File: src/rtl/dcfg_map.vh
// register map constants for the datapath configuration bank
// assumes registers are addressed by a small word address from the port
`ifndef DCFG_MAP_VH
`define DCFG_MAP_VH
// ****************
// addresses
// ****************
`define DCFG_ADDR_W 7
`define DCFG_ADDR_CTRL 7'h02
`define DCFG_ADDR_SCALE 7'h03
// ****************
// reset values
// ****************
`define DCFG_CTRL_RST 16'h7000
`define DCFG_SCALE_RST 16'hF000
// writable bit masks, reserved bits forced to zero
`define DCFG_CTRL_WMASK 16'hF0FA
`define DCFG_SCALE_WMASK 16'hF001
// ****************
// control register fields
// ****************
`define DCFG_B_WORD_WIDE 15
`define DCFG_B_DACCLK_SD 14
`define DCFG_B_DATACLK_SD 13
`define DCFG_B_COLL_SD 12
`define DCFG_B_FOUR_WIRE 7
`define DCFG_B_MIX_ENA 6
`define DCFG_B_MIX_GAIN 5
`define DCFG_B_OSC_ENA 4
`define DCFG_B_REV_BUS 3
`define DCFG_B_TWOS 1
// ****************
// scale register fields
// ****************
`define DCFG_F_SCALE_HI 15
`define DCFG_F_SCALE_LO 12
`define DCFG_B_SW_TX 0
// ****************
// alarm mask bits used by the shutdown gating
// ****************
`define DCFG_M_COLL 13
`define DCFG_M_DACCLK 10
`define DCFG_M_DATACLK 9
`define DCFG_M_OUTPUT 8
`endif

File: src/rtl/dcfg_sync2.v
// two-flop synchroniser for one asynchronous level
// assumes the input is a quasi-static pin level
`timescale 1ns/1ps
module dcfg_sync2
(
  // clock and reset
  input wire clock,
  input wire sys_rst,
  // level in and out
  input wire din,
  output reg dout
);
  reg meta;
  // first flop feeds only the second
  always @(posedge clock or posedge sys_rst)
  begin
    if (sys_rst)
    begin
      meta <= 1'b0;
      dout <= 1'b0;
    end
    else
    begin
      meta <= din;
      dout <= meta;
    end
  end
endmodule // dcfg_sync2

File: src/rtl/dcfg_reg16.v
// one 16-bit read/write configuration register
// assumes write strobe and data on the clock domain
`timescale 1ns/1ps
`include "dcfg_map.vh"
module dcfg_reg16
#(
  parameter [15:0] RST_VAL = 16'h0000,
  parameter [15:0] WMASK = 16'hFFFF
)
(
  // clock and reset
  input wire clock,
  input wire sys_rst,
  // write side
  input wire wr_en,
  input wire [15:0] wr_data,
  // contents
  output reg [15:0] value
);
  // reserved bits stay at zero whatever is written
  always @(posedge clock or posedge sys_rst)
  begin
    if (sys_rst)
      value <= RST_VAL;
    else if (wr_en)
      value <= wr_data & WMASK;
  end
endmodule // dcfg_reg16

File: src/rtl/dcfg_regs.v
// datapath configuration register pair with decoded controls
// assumes a decoded serial-port write/read strobe on clock
`timescale 1ns/1ps
`include "dcfg_map.vh"
module dcfg_regs
#(
  parameter DW = 16
)
(
  // clock and reset
  input wire clock,
  input wire sys_rst,
  // register access from the serial port
  input wire reg_wr,
  input wire reg_rd,
  input wire [`DCFG_ADDR_W-1:0] reg_addr,
  input wire [15:0] reg_wdata,
  output reg [15:0] reg_rdata,
  // alarm inputs and mask
  input wire dacclk_gone,
  input wire dataclk_gone,
  input wire fifo_collision,
  input wire [15:0] alarm_mask_register,
  // transmit enable pin
  input wire tx_enable_pin,
  // input data path
  input wire [DW-1:0] data_in,
  output reg [DW-1:0] data_out,
  // decoded controls
  output wire input_word_wide_sel,
  output wire four_wire_port_sel,
  output wire mixer_enable,
  output wire mixer_gain_6db,
  output wire osc_enable,
  output wire coarse_mix_enable,
  output wire twos_complement_sel,
  output wire [3:0] full_scale_code,
  output wire [4:0] full_scale_steps,
  output wire tx_enable,
  output wire output_shutdown
);
  // ****************
  // registers
  // ****************
  wire [15:0] ctrl;
  wire [15:0] scale;
  wire wr_ctrl;
  wire wr_scale;
  wire pin_tx;
  wire [DW-1:0] rev_in;
  wire [DW-1:0] sel_in;
  wire sd_dacclk;
  wire sd_dataclk;
  wire sd_coll;
  reg sd_latch;
  assign wr_ctrl = reg_wr && (reg_addr == `DCFG_ADDR_CTRL);
  assign wr_scale = reg_wr && (reg_addr == `DCFG_ADDR_SCALE);
  // control register, reserved bits masked
  dcfg_reg16 #(
    .RST_VAL(`DCFG_CTRL_RST),
    .WMASK(`DCFG_CTRL_WMASK)
  ) u_ctrl (
    .clock(clock),
    .sys_rst(sys_rst),
    .wr_en(wr_ctrl),
    .wr_data(reg_wdata),
    .value(ctrl)
  );
  // scale and software transmit enable register
  dcfg_reg16 #(
    .RST_VAL(`DCFG_SCALE_RST),
    .WMASK(`DCFG_SCALE_WMASK)
  ) u_scale (
    .clock(clock),
    .sys_rst(sys_rst),
    .wr_en(wr_scale),
    .wr_data(reg_wdata),
    .value(scale)
  );
  // ****************
  // read back
  // ****************
  // unmapped addresses read as zero
  always @(posedge clock or posedge sys_rst)
  begin
    if (sys_rst)
      reg_rdata <= 16'h0000;
    else if (reg_rd)
    begin
      case (reg_addr)
        `DCFG_ADDR_CTRL: reg_rdata <= ctrl;
        `DCFG_ADDR_SCALE: reg_rdata <= scale;
        default: reg_rdata <= 16'h0000;
      endcase
    end
  end
  // ****************
  // decoded controls
  // ****************
  assign input_word_wide_sel = ctrl[`DCFG_B_WORD_WIDE];
  assign four_wire_port_sel = ctrl[`DCFG_B_FOUR_WIRE];
  assign mixer_enable = ctrl[`DCFG_B_MIX_ENA];
  assign mixer_gain_6db = ctrl[`DCFG_B_MIX_GAIN];
  assign osc_enable = ctrl[`DCFG_B_MIX_ENA] & ctrl[`DCFG_B_OSC_ENA];
  // coarse mixing needs only the mixer, not the oscillator
  assign coarse_mix_enable = ctrl[`DCFG_B_MIX_ENA];
  assign twos_complement_sel = ctrl[`DCFG_B_TWOS];
  assign full_scale_code =
    scale[`DCFG_F_SCALE_HI:`DCFG_F_SCALE_LO];
  // current proportional to code plus one
  assign full_scale_steps = {1'b0, full_scale_code} + 5'h01;
  // ****************
  // transmit enable
  // ****************
  dcfg_sync2 u_tx_sync (
    .clock(clock),
    .sys_rst(sys_rst),
    .din(tx_enable_pin),
    .dout(pin_tx)
  );
  assign tx_enable = scale[`DCFG_B_SW_TX] | pin_tx;
  // ****************
  // output shutdown
  // ****************
  // each source needs its own alarm and the output alarm unmasked
  assign sd_dacclk = ctrl[`DCFG_B_DACCLK_SD] & dacclk_gone &
    ~alarm_mask_register[`DCFG_M_DACCLK] &
    ~alarm_mask_register[`DCFG_M_OUTPUT];
  assign sd_dataclk = ctrl[`DCFG_B_DATACLK_SD] & dataclk_gone &
    ~alarm_mask_register[`DCFG_M_DATACLK] &
    ~alarm_mask_register[`DCFG_M_OUTPUT];
  assign sd_coll = ctrl[`DCFG_B_COLL_SD] & fifo_collision &
    ~alarm_mask_register[`DCFG_M_COLL] &
    ~alarm_mask_register[`DCFG_M_OUTPUT];
  // shutdown holds until the cause is gone and the control register is rewritten
  always @(posedge clock or posedge sys_rst)
  begin
    if (sys_rst)
      sd_latch <= 1'b0;
    else if (sd_dacclk | sd_dataclk | sd_coll)
      sd_latch <= 1'b1;
    else if (wr_ctrl)
      sd_latch <= 1'b0;
  end
  assign output_shutdown = sd_latch;
  // ****************
  // input data capture
  // ****************
  genvar i;
  generate
    for (i = 0; i < DW; i = i + 1)
    begin : g_rev
      assign rev_in[i] = data_in[DW-1-i];
    end
  endgenerate
  assign sel_in = ctrl[`DCFG_B_REV_BUS] ? rev_in : data_in;
  // offset binary converted to two's complement by msb flip
  always @(posedge clock or posedge sys_rst)
  begin
    if (sys_rst)
      data_out <= {DW{1'b0}};
    else if (ctrl[`DCFG_B_TWOS])
      data_out <= sel_in;
    else
      data_out <= {~sel_in[DW-1], sel_in[DW-2:0]};
  end
endmodule // dcfg_regs

File: config.mk
export PLATFORM = sky130hd
export DESIGN_NAME = dcfg_regs
export DESIGN_NICKNAME = d
export VERILOG_FILES = /design/src/rtl/dcfg_sync2.v /design/src/rtl/dcfg_reg16.v /design/src/rtl/dcfg_regs.v
export VERILOG_INCLUDE_DIRS = /design/src /design/src/rtl
export SDC_FILE = /design/constraint.sdc
export NUM_CORES = 1
export LEC_CHECK = 0
export BUFFER_PORTS_ARGS = -buffer_cell sky130_fd_sc_hd__clkbuf_2
export CORE_ASPECT_RATIO = 1.5
export CORE_MARGIN = 5
export CORE_UTILIZATION = 39
export CTS_CLUSTER_DIAMETER = 60
export DETAILED_ROUTE_END_ITERATION = 8
export PLACE_DENSITY = 0.75
export SETUP_SLACK_MARGIN = 0.3
export SYNTH_ARGS = -nofsm -noshare
export SYNTH_HDL_FRONTEND = slang
export SYNTH_SLANG_ARGS = --single-unit
export TNS_END_PERCENT = 10
File: constraint.sdc
create_clock -name clock -period 1.42 [get_ports clock]
set_input_delay 0 -clock clock [delete_from_list [all_inputs] [get_ports clock]]
set_output_delay 0 -clock clock [all_outputs]
set_load 0.1 [all_outputs]
# == After elaboration in Yosys (flattened, before gate mapping) ==
# Index checks and enable logic that the tools add are counted.
# op_classes
n_addsub,1
n_mul,0
n_div,0
order_cmp,0
eq_ne,2
shifts,0
mux,5
bitwise_logic,18
n_reduce_logical,3
# ops
op,n
$mux W16,2
$pmux W16 S2,1
$eq A7 B2 Y1 const B,2
$and A1 B1 Y1,10
$add A4 B1 Y5 const B,1
$not A1 Y1,5
$or A1 B1 Y1,3
$logic_and A1 B1 Y1,2
$mux W1,2
$reduce_bool A2 Y1,1
# totals
regBits,50
latchBits,0
ramBits,0
mem_bits_ro,0
input_bits,63
out_inout_bits,50
wordCells,36
n_memories,0

# == Longest topological paths before layout ==
# logic_depth
depth_word,6
depth_mapped,4
depth_no_buf,3

# == Modules after synthesis ==
# A second synthesis with hierarchy kept.
# hier_totals
hier_cells,198
hier_area_um2,2413.6
# by_module_without_submodules
mod,instances,cells_each,area_each_um2,seq_area_each_um2
dcfg_regs,1,143,1615.3,825.8
dcfg_reg16 at u_ctrl,1,29,467.9,254.0
dcfg_reg16 at u_scale,1,23,276.5,130.1
dcfg_sync2,1,3,53.8,50.0

# == Worst setup path before layout ==
# OpenSTA, ideal clock, no wires.
# synth_timing
path_kind,reg-to-output
from,register u_scale.value[14]
to,output full_scale_steps[3]
arrival_ns,2.209
required_ns,1.420
setup_slack_ns,-0.789
path_stages_with_launch,3
path_buffers,0
cell_sequence,dfstp_2 > nand3_1 > xnor2_1
# synth_between
elab_chain_cells,1
# synth_lines
item,line,source
from (decl),dcfg_reg16.v:18,output reg [15:0] value
from (signal assigned),dcfg_reg16.v:26,value <= wr_data & WMASK;
$add A4 B1 Y5,dcfg_regs.v:111,"assign full_scale_steps = {1'b0, full_scale_code} + 5'h01;"
to (decl),dcfg_regs.v:38,"output wire [4:0] full_scale_steps,"
# No other way between the ends.

# == Final worst setup path ==
# layout_timing
from,register u_scale.value[13]
to,output full_scale_steps[4]
# Same word-level chain as after synthesis.

==> metrics.md <==
| Metric | Value |
|---|---|
| Status | `complete, but fails checks` |
| Failing checks | `negative setup slack` |
| Post-synth EDFFs | `0` |
| Reg power frac | `38.5%` |
| First-pass GRT wire length | `7640 um` |
| Post-Layout Inst Area | `3180 um2` |
| Worst slew margin | `63.6%` |
| Setup WS post-layout | `-39.3 ps` |
| Combinational fraction of design power | `34.8%` |
| Register bit total from synthesis | `45` |
| Final Max Slew Viols | `0` |
| Int Power | `2.34 mW` |
| Top_reg_cell synth | `dfrtp_1` |
| Skew-Pair Late Insertion Delay | `290 ps` |
| Final hold vios | `0` |
| Peak supply drop | `0.640 mV` |
| Clock transition at path regs | `90 ps` |
| Crit path DAT | `1460 ps` |
| Sw Ratio | `37.6%` |
| Cell Rows | `31` |
| Worst hold slack | `78.0 ps` |
| Crit path capture type | `primary output` |
| DRT iter0 DRCs | `31` |
| Starting Density | `40.5%` |
| HPWL Detailed | `3460 um` |
| Via count | `1519` |
| I/O Pins | `113` |
| Post-synthesis cell count | `150` |
| Clock power frac | `26.8%` |
| Async SR Flop Fraction | `100%` |
| ANT nets after route | `0` |
| TritonRoute pass-1 iters | `3` |
| Post-Syn Area | `1960 um2` |
| Unrepaired setup endpoints after global routing | `yes` |
| Area grow syn2layout | `62.2%` |
| Final Cycle Share | `103%` |
| Share of post-route cells with drive strength above 1 | `59.0%` |
| Core area | `4850 um2` |
| Chip Height | `96.9 um` |
| Worst-Margin Slew | `548 ps` |
| CP max stage delay | `620 ps` |
| Clock Path Buffers | `2` |
| Slowest cell on the critical path | `dfstp_2` |
| Worst Hold Depth | `3` |
| Clk Tree Root Cell | `clkbuf_8` |
| DR WL met3 | `378 um` |
| WL/cell | `13.8 um` |
| Leak Pwr | `1.52 nW` |
| Inserted Diodes | `0` |
| Max_cap viols | `0` |
| Die Width | `67.9 um` |
| Hold path start | `reg_addr[0]` |
| Vias in the first global route | `1686` |
| GP Congestion | `0.718` |
| Crit Path Class | `reg2out` |
| Largest net degree at the start of global routing | `30` |
| Pre-CTS setup slack | `136 ps` |
| Pwr/cell area | `1180 nW/um2` |
| P_sw | `1.41 mW` |
| Reg2reg setup slack | `320 ps` |
| Final setup violation count | `2` |
| Syn. warnings | `0` |
| Synth unique cells | `27` |
| Syn avg cell area | `13.1 um2` |
| DR vias/cell | `4.48` |
| Startpoint types | `flop` |
| Worst reg-to-reg path cell count | `4` |
| DRC viols | `0` |
| Min cycle time layout | `1460 ps` |
| Setup Skew | `8.09 ps` |
| Max Clk Rate | `685 MHz` |
| Clock buffer count from CTS | `5` |
| Final net count | `336` |
| Max H-tree Level | `2` |
| Final wirelength | `4680 um` |
| All-Layer GR Usage | `15.2%` |
| Worst Hold End | `reg_rdata[0]` |
| Area after DPL | `2640 um2` |
| Antenna violations before repair | `0` |
| WP data required | `1420 ps` |
| Overflow after GRT | `0` |
| CTS tree | `done` |
| Final core utilization | `65.7%` |
| Highest metal used | `met4` |
| Sequential area share after synthesis | `57.8%` |
| Reg2Reg Capture Point | `reg_rdata[14]` |
| # port buffers | `90` |
| Clock Sinks | `45` |
| Cell Chain, Critical Path | `ha_4 > and3_4 > buf_12` |
| FF-to-FF Start | `u_scale.value[14]` |
| Met2 Routed Length | `2660 um` |
| Hold Crit Class | `in2reg` |
| Setup TNS | `-66.4 ps` |
| Die area | `6580 um2` |
| M1 wire length | `1580 um` |
| Crit-path max FO | `4` |
layout by cell type (no fill, tap or decap), types with 2 or more instances in the layout:
cell	n
buf_12	9
buf_2	14
buf_4	5
buf_6	2
clkbuf_16	2
clkbuf_2	52
clkbuf_4	13
clkbuf_8	7
conb_1	5
dfrtp_1	36
dfrtp_2	2
dfstp_2	7
dlygate4sd3_1	29
inv_1	12
mux2_2	33
nand2_1	10
nor4bb_1	3
o22ai_1	10
routing by layer:
metal  up-vias  global-route usage, %
li1        738                      -
met1       717                   15.7
met2        58                   28.1
met3         6                   3.59
met4         0                   5.51
met5         -                      0
cell type report:
type / count / area (um2)
Tap cell: 66 / 82.6
Sequential cell: 45 / 1140
Fill cell: 396 / 1670
Clock inverter: 2 / 37.5
Inverter: 13 / 48.8
Clock buffer: 6 / 82.6
Timing Repair Buffer: 127 / 1020
Multi-Input combinational cell: 80 / 772
registers in the layout, summed over array words and instances (netlist names):
register         cells
data_out            16
reg_rdata           11
u_ctrl.value        10
u_scale.value        5
output_shutdown      1
u_tx_sync.dout       1
u_tx_sync.meta       1
stage by stage:
step           cells  total power, mW
3_3_place_gp     298             2.65
2_1_floorplan    154             2.41
3_5_place_dp     298             2.67
4_1_cts          339             3.78
6_report         339             3.75
5_1_grt          339             3.89
worst max-delay path, delay by kind of cell (launching register included):
family	cells	cell delay [ps]
buf+inv	1	170
flops	1	620
simple gates	1	200
fa+ha+maj	1	180
kinds of logic (layout without fill, tap and decap cells):
kind of cell / count (synthesis) / after routing / share of synthesized area, %
AOI/OAI and AO/OA: 12 / 12 / 4.08
xor gates and xnor gates: 3 / 3 / 1.34
adders and majority gates: 1 / 1 / 0.638
buffers and inverters: 29 / 148 / 7.91
DFF: 45 / 45 / 57.8
muxes: 35 / 35 / 20.0
other: 1 / 5 / 0.191
and+or+nand+nor: 24 / 24 / 7.97
Yosys cell counts, drive strengths merged (2+ instances only):
master | instances | share of area [%]
dfrtp | 38 | 48
mux2 | 34 | 20
buf | 13 | 4.8
inv | 13 | 2.5
nand2 | 11 | 2.1
o22ai | 11 | 3.5
dfstp | 7 | 9.4
clkbuf | 3 | 0.57
nor4bb | 3 | 1.5
nand3 | 2 | 0.51
xor2 | 2 | 0.89
power groups by stage:
stage,registers (mW),clock network (mW),logic [mW]
after CTS,1.44,1.03,1.31
after global placement,1.47,0,1.18
after floorplan,1.93,0,0.483
after detailed placement,1.48,0,1.19
after global routing,1.45,1.08,1.35
final,1.44,1.00,1.30
worst max-delay path by stage:
stage / start / to / slack (ps) / depth (start not counted)
CTS: u_scale.value[12] / full_scale_steps[4] / -50 / 3
finish: u_scale.value[13] / full_scale_steps[4] / -40 / 3
global route: u_scale.value[13] / full_scale_steps[4] / -70 / 3
detailed placement: reg_addr[5] / u_scale.value[0] / 140 / 4
global placement: reg_addr[5] / u_ctrl.value[4] / 160 / 5
floorplan: u_scale.value[14] / full_scale_steps[3] / 80 / 2
what timing repair did:
| item | 4_1_cts | 5_1_grt |
|---|---|---|
| hold buffers | 29 | 0 |
| pin swaps | 2 | 5 |
| cloned | 0 | 0 |
| gates resized for setup | 23 | 21 |
| endpoints found under the setup margin | 23 | 28 |
| setup buffers | 4 | 0 |
| endpoints found under the hold margin | 51 | 0 |
Power figures use the tool's default switching activity.
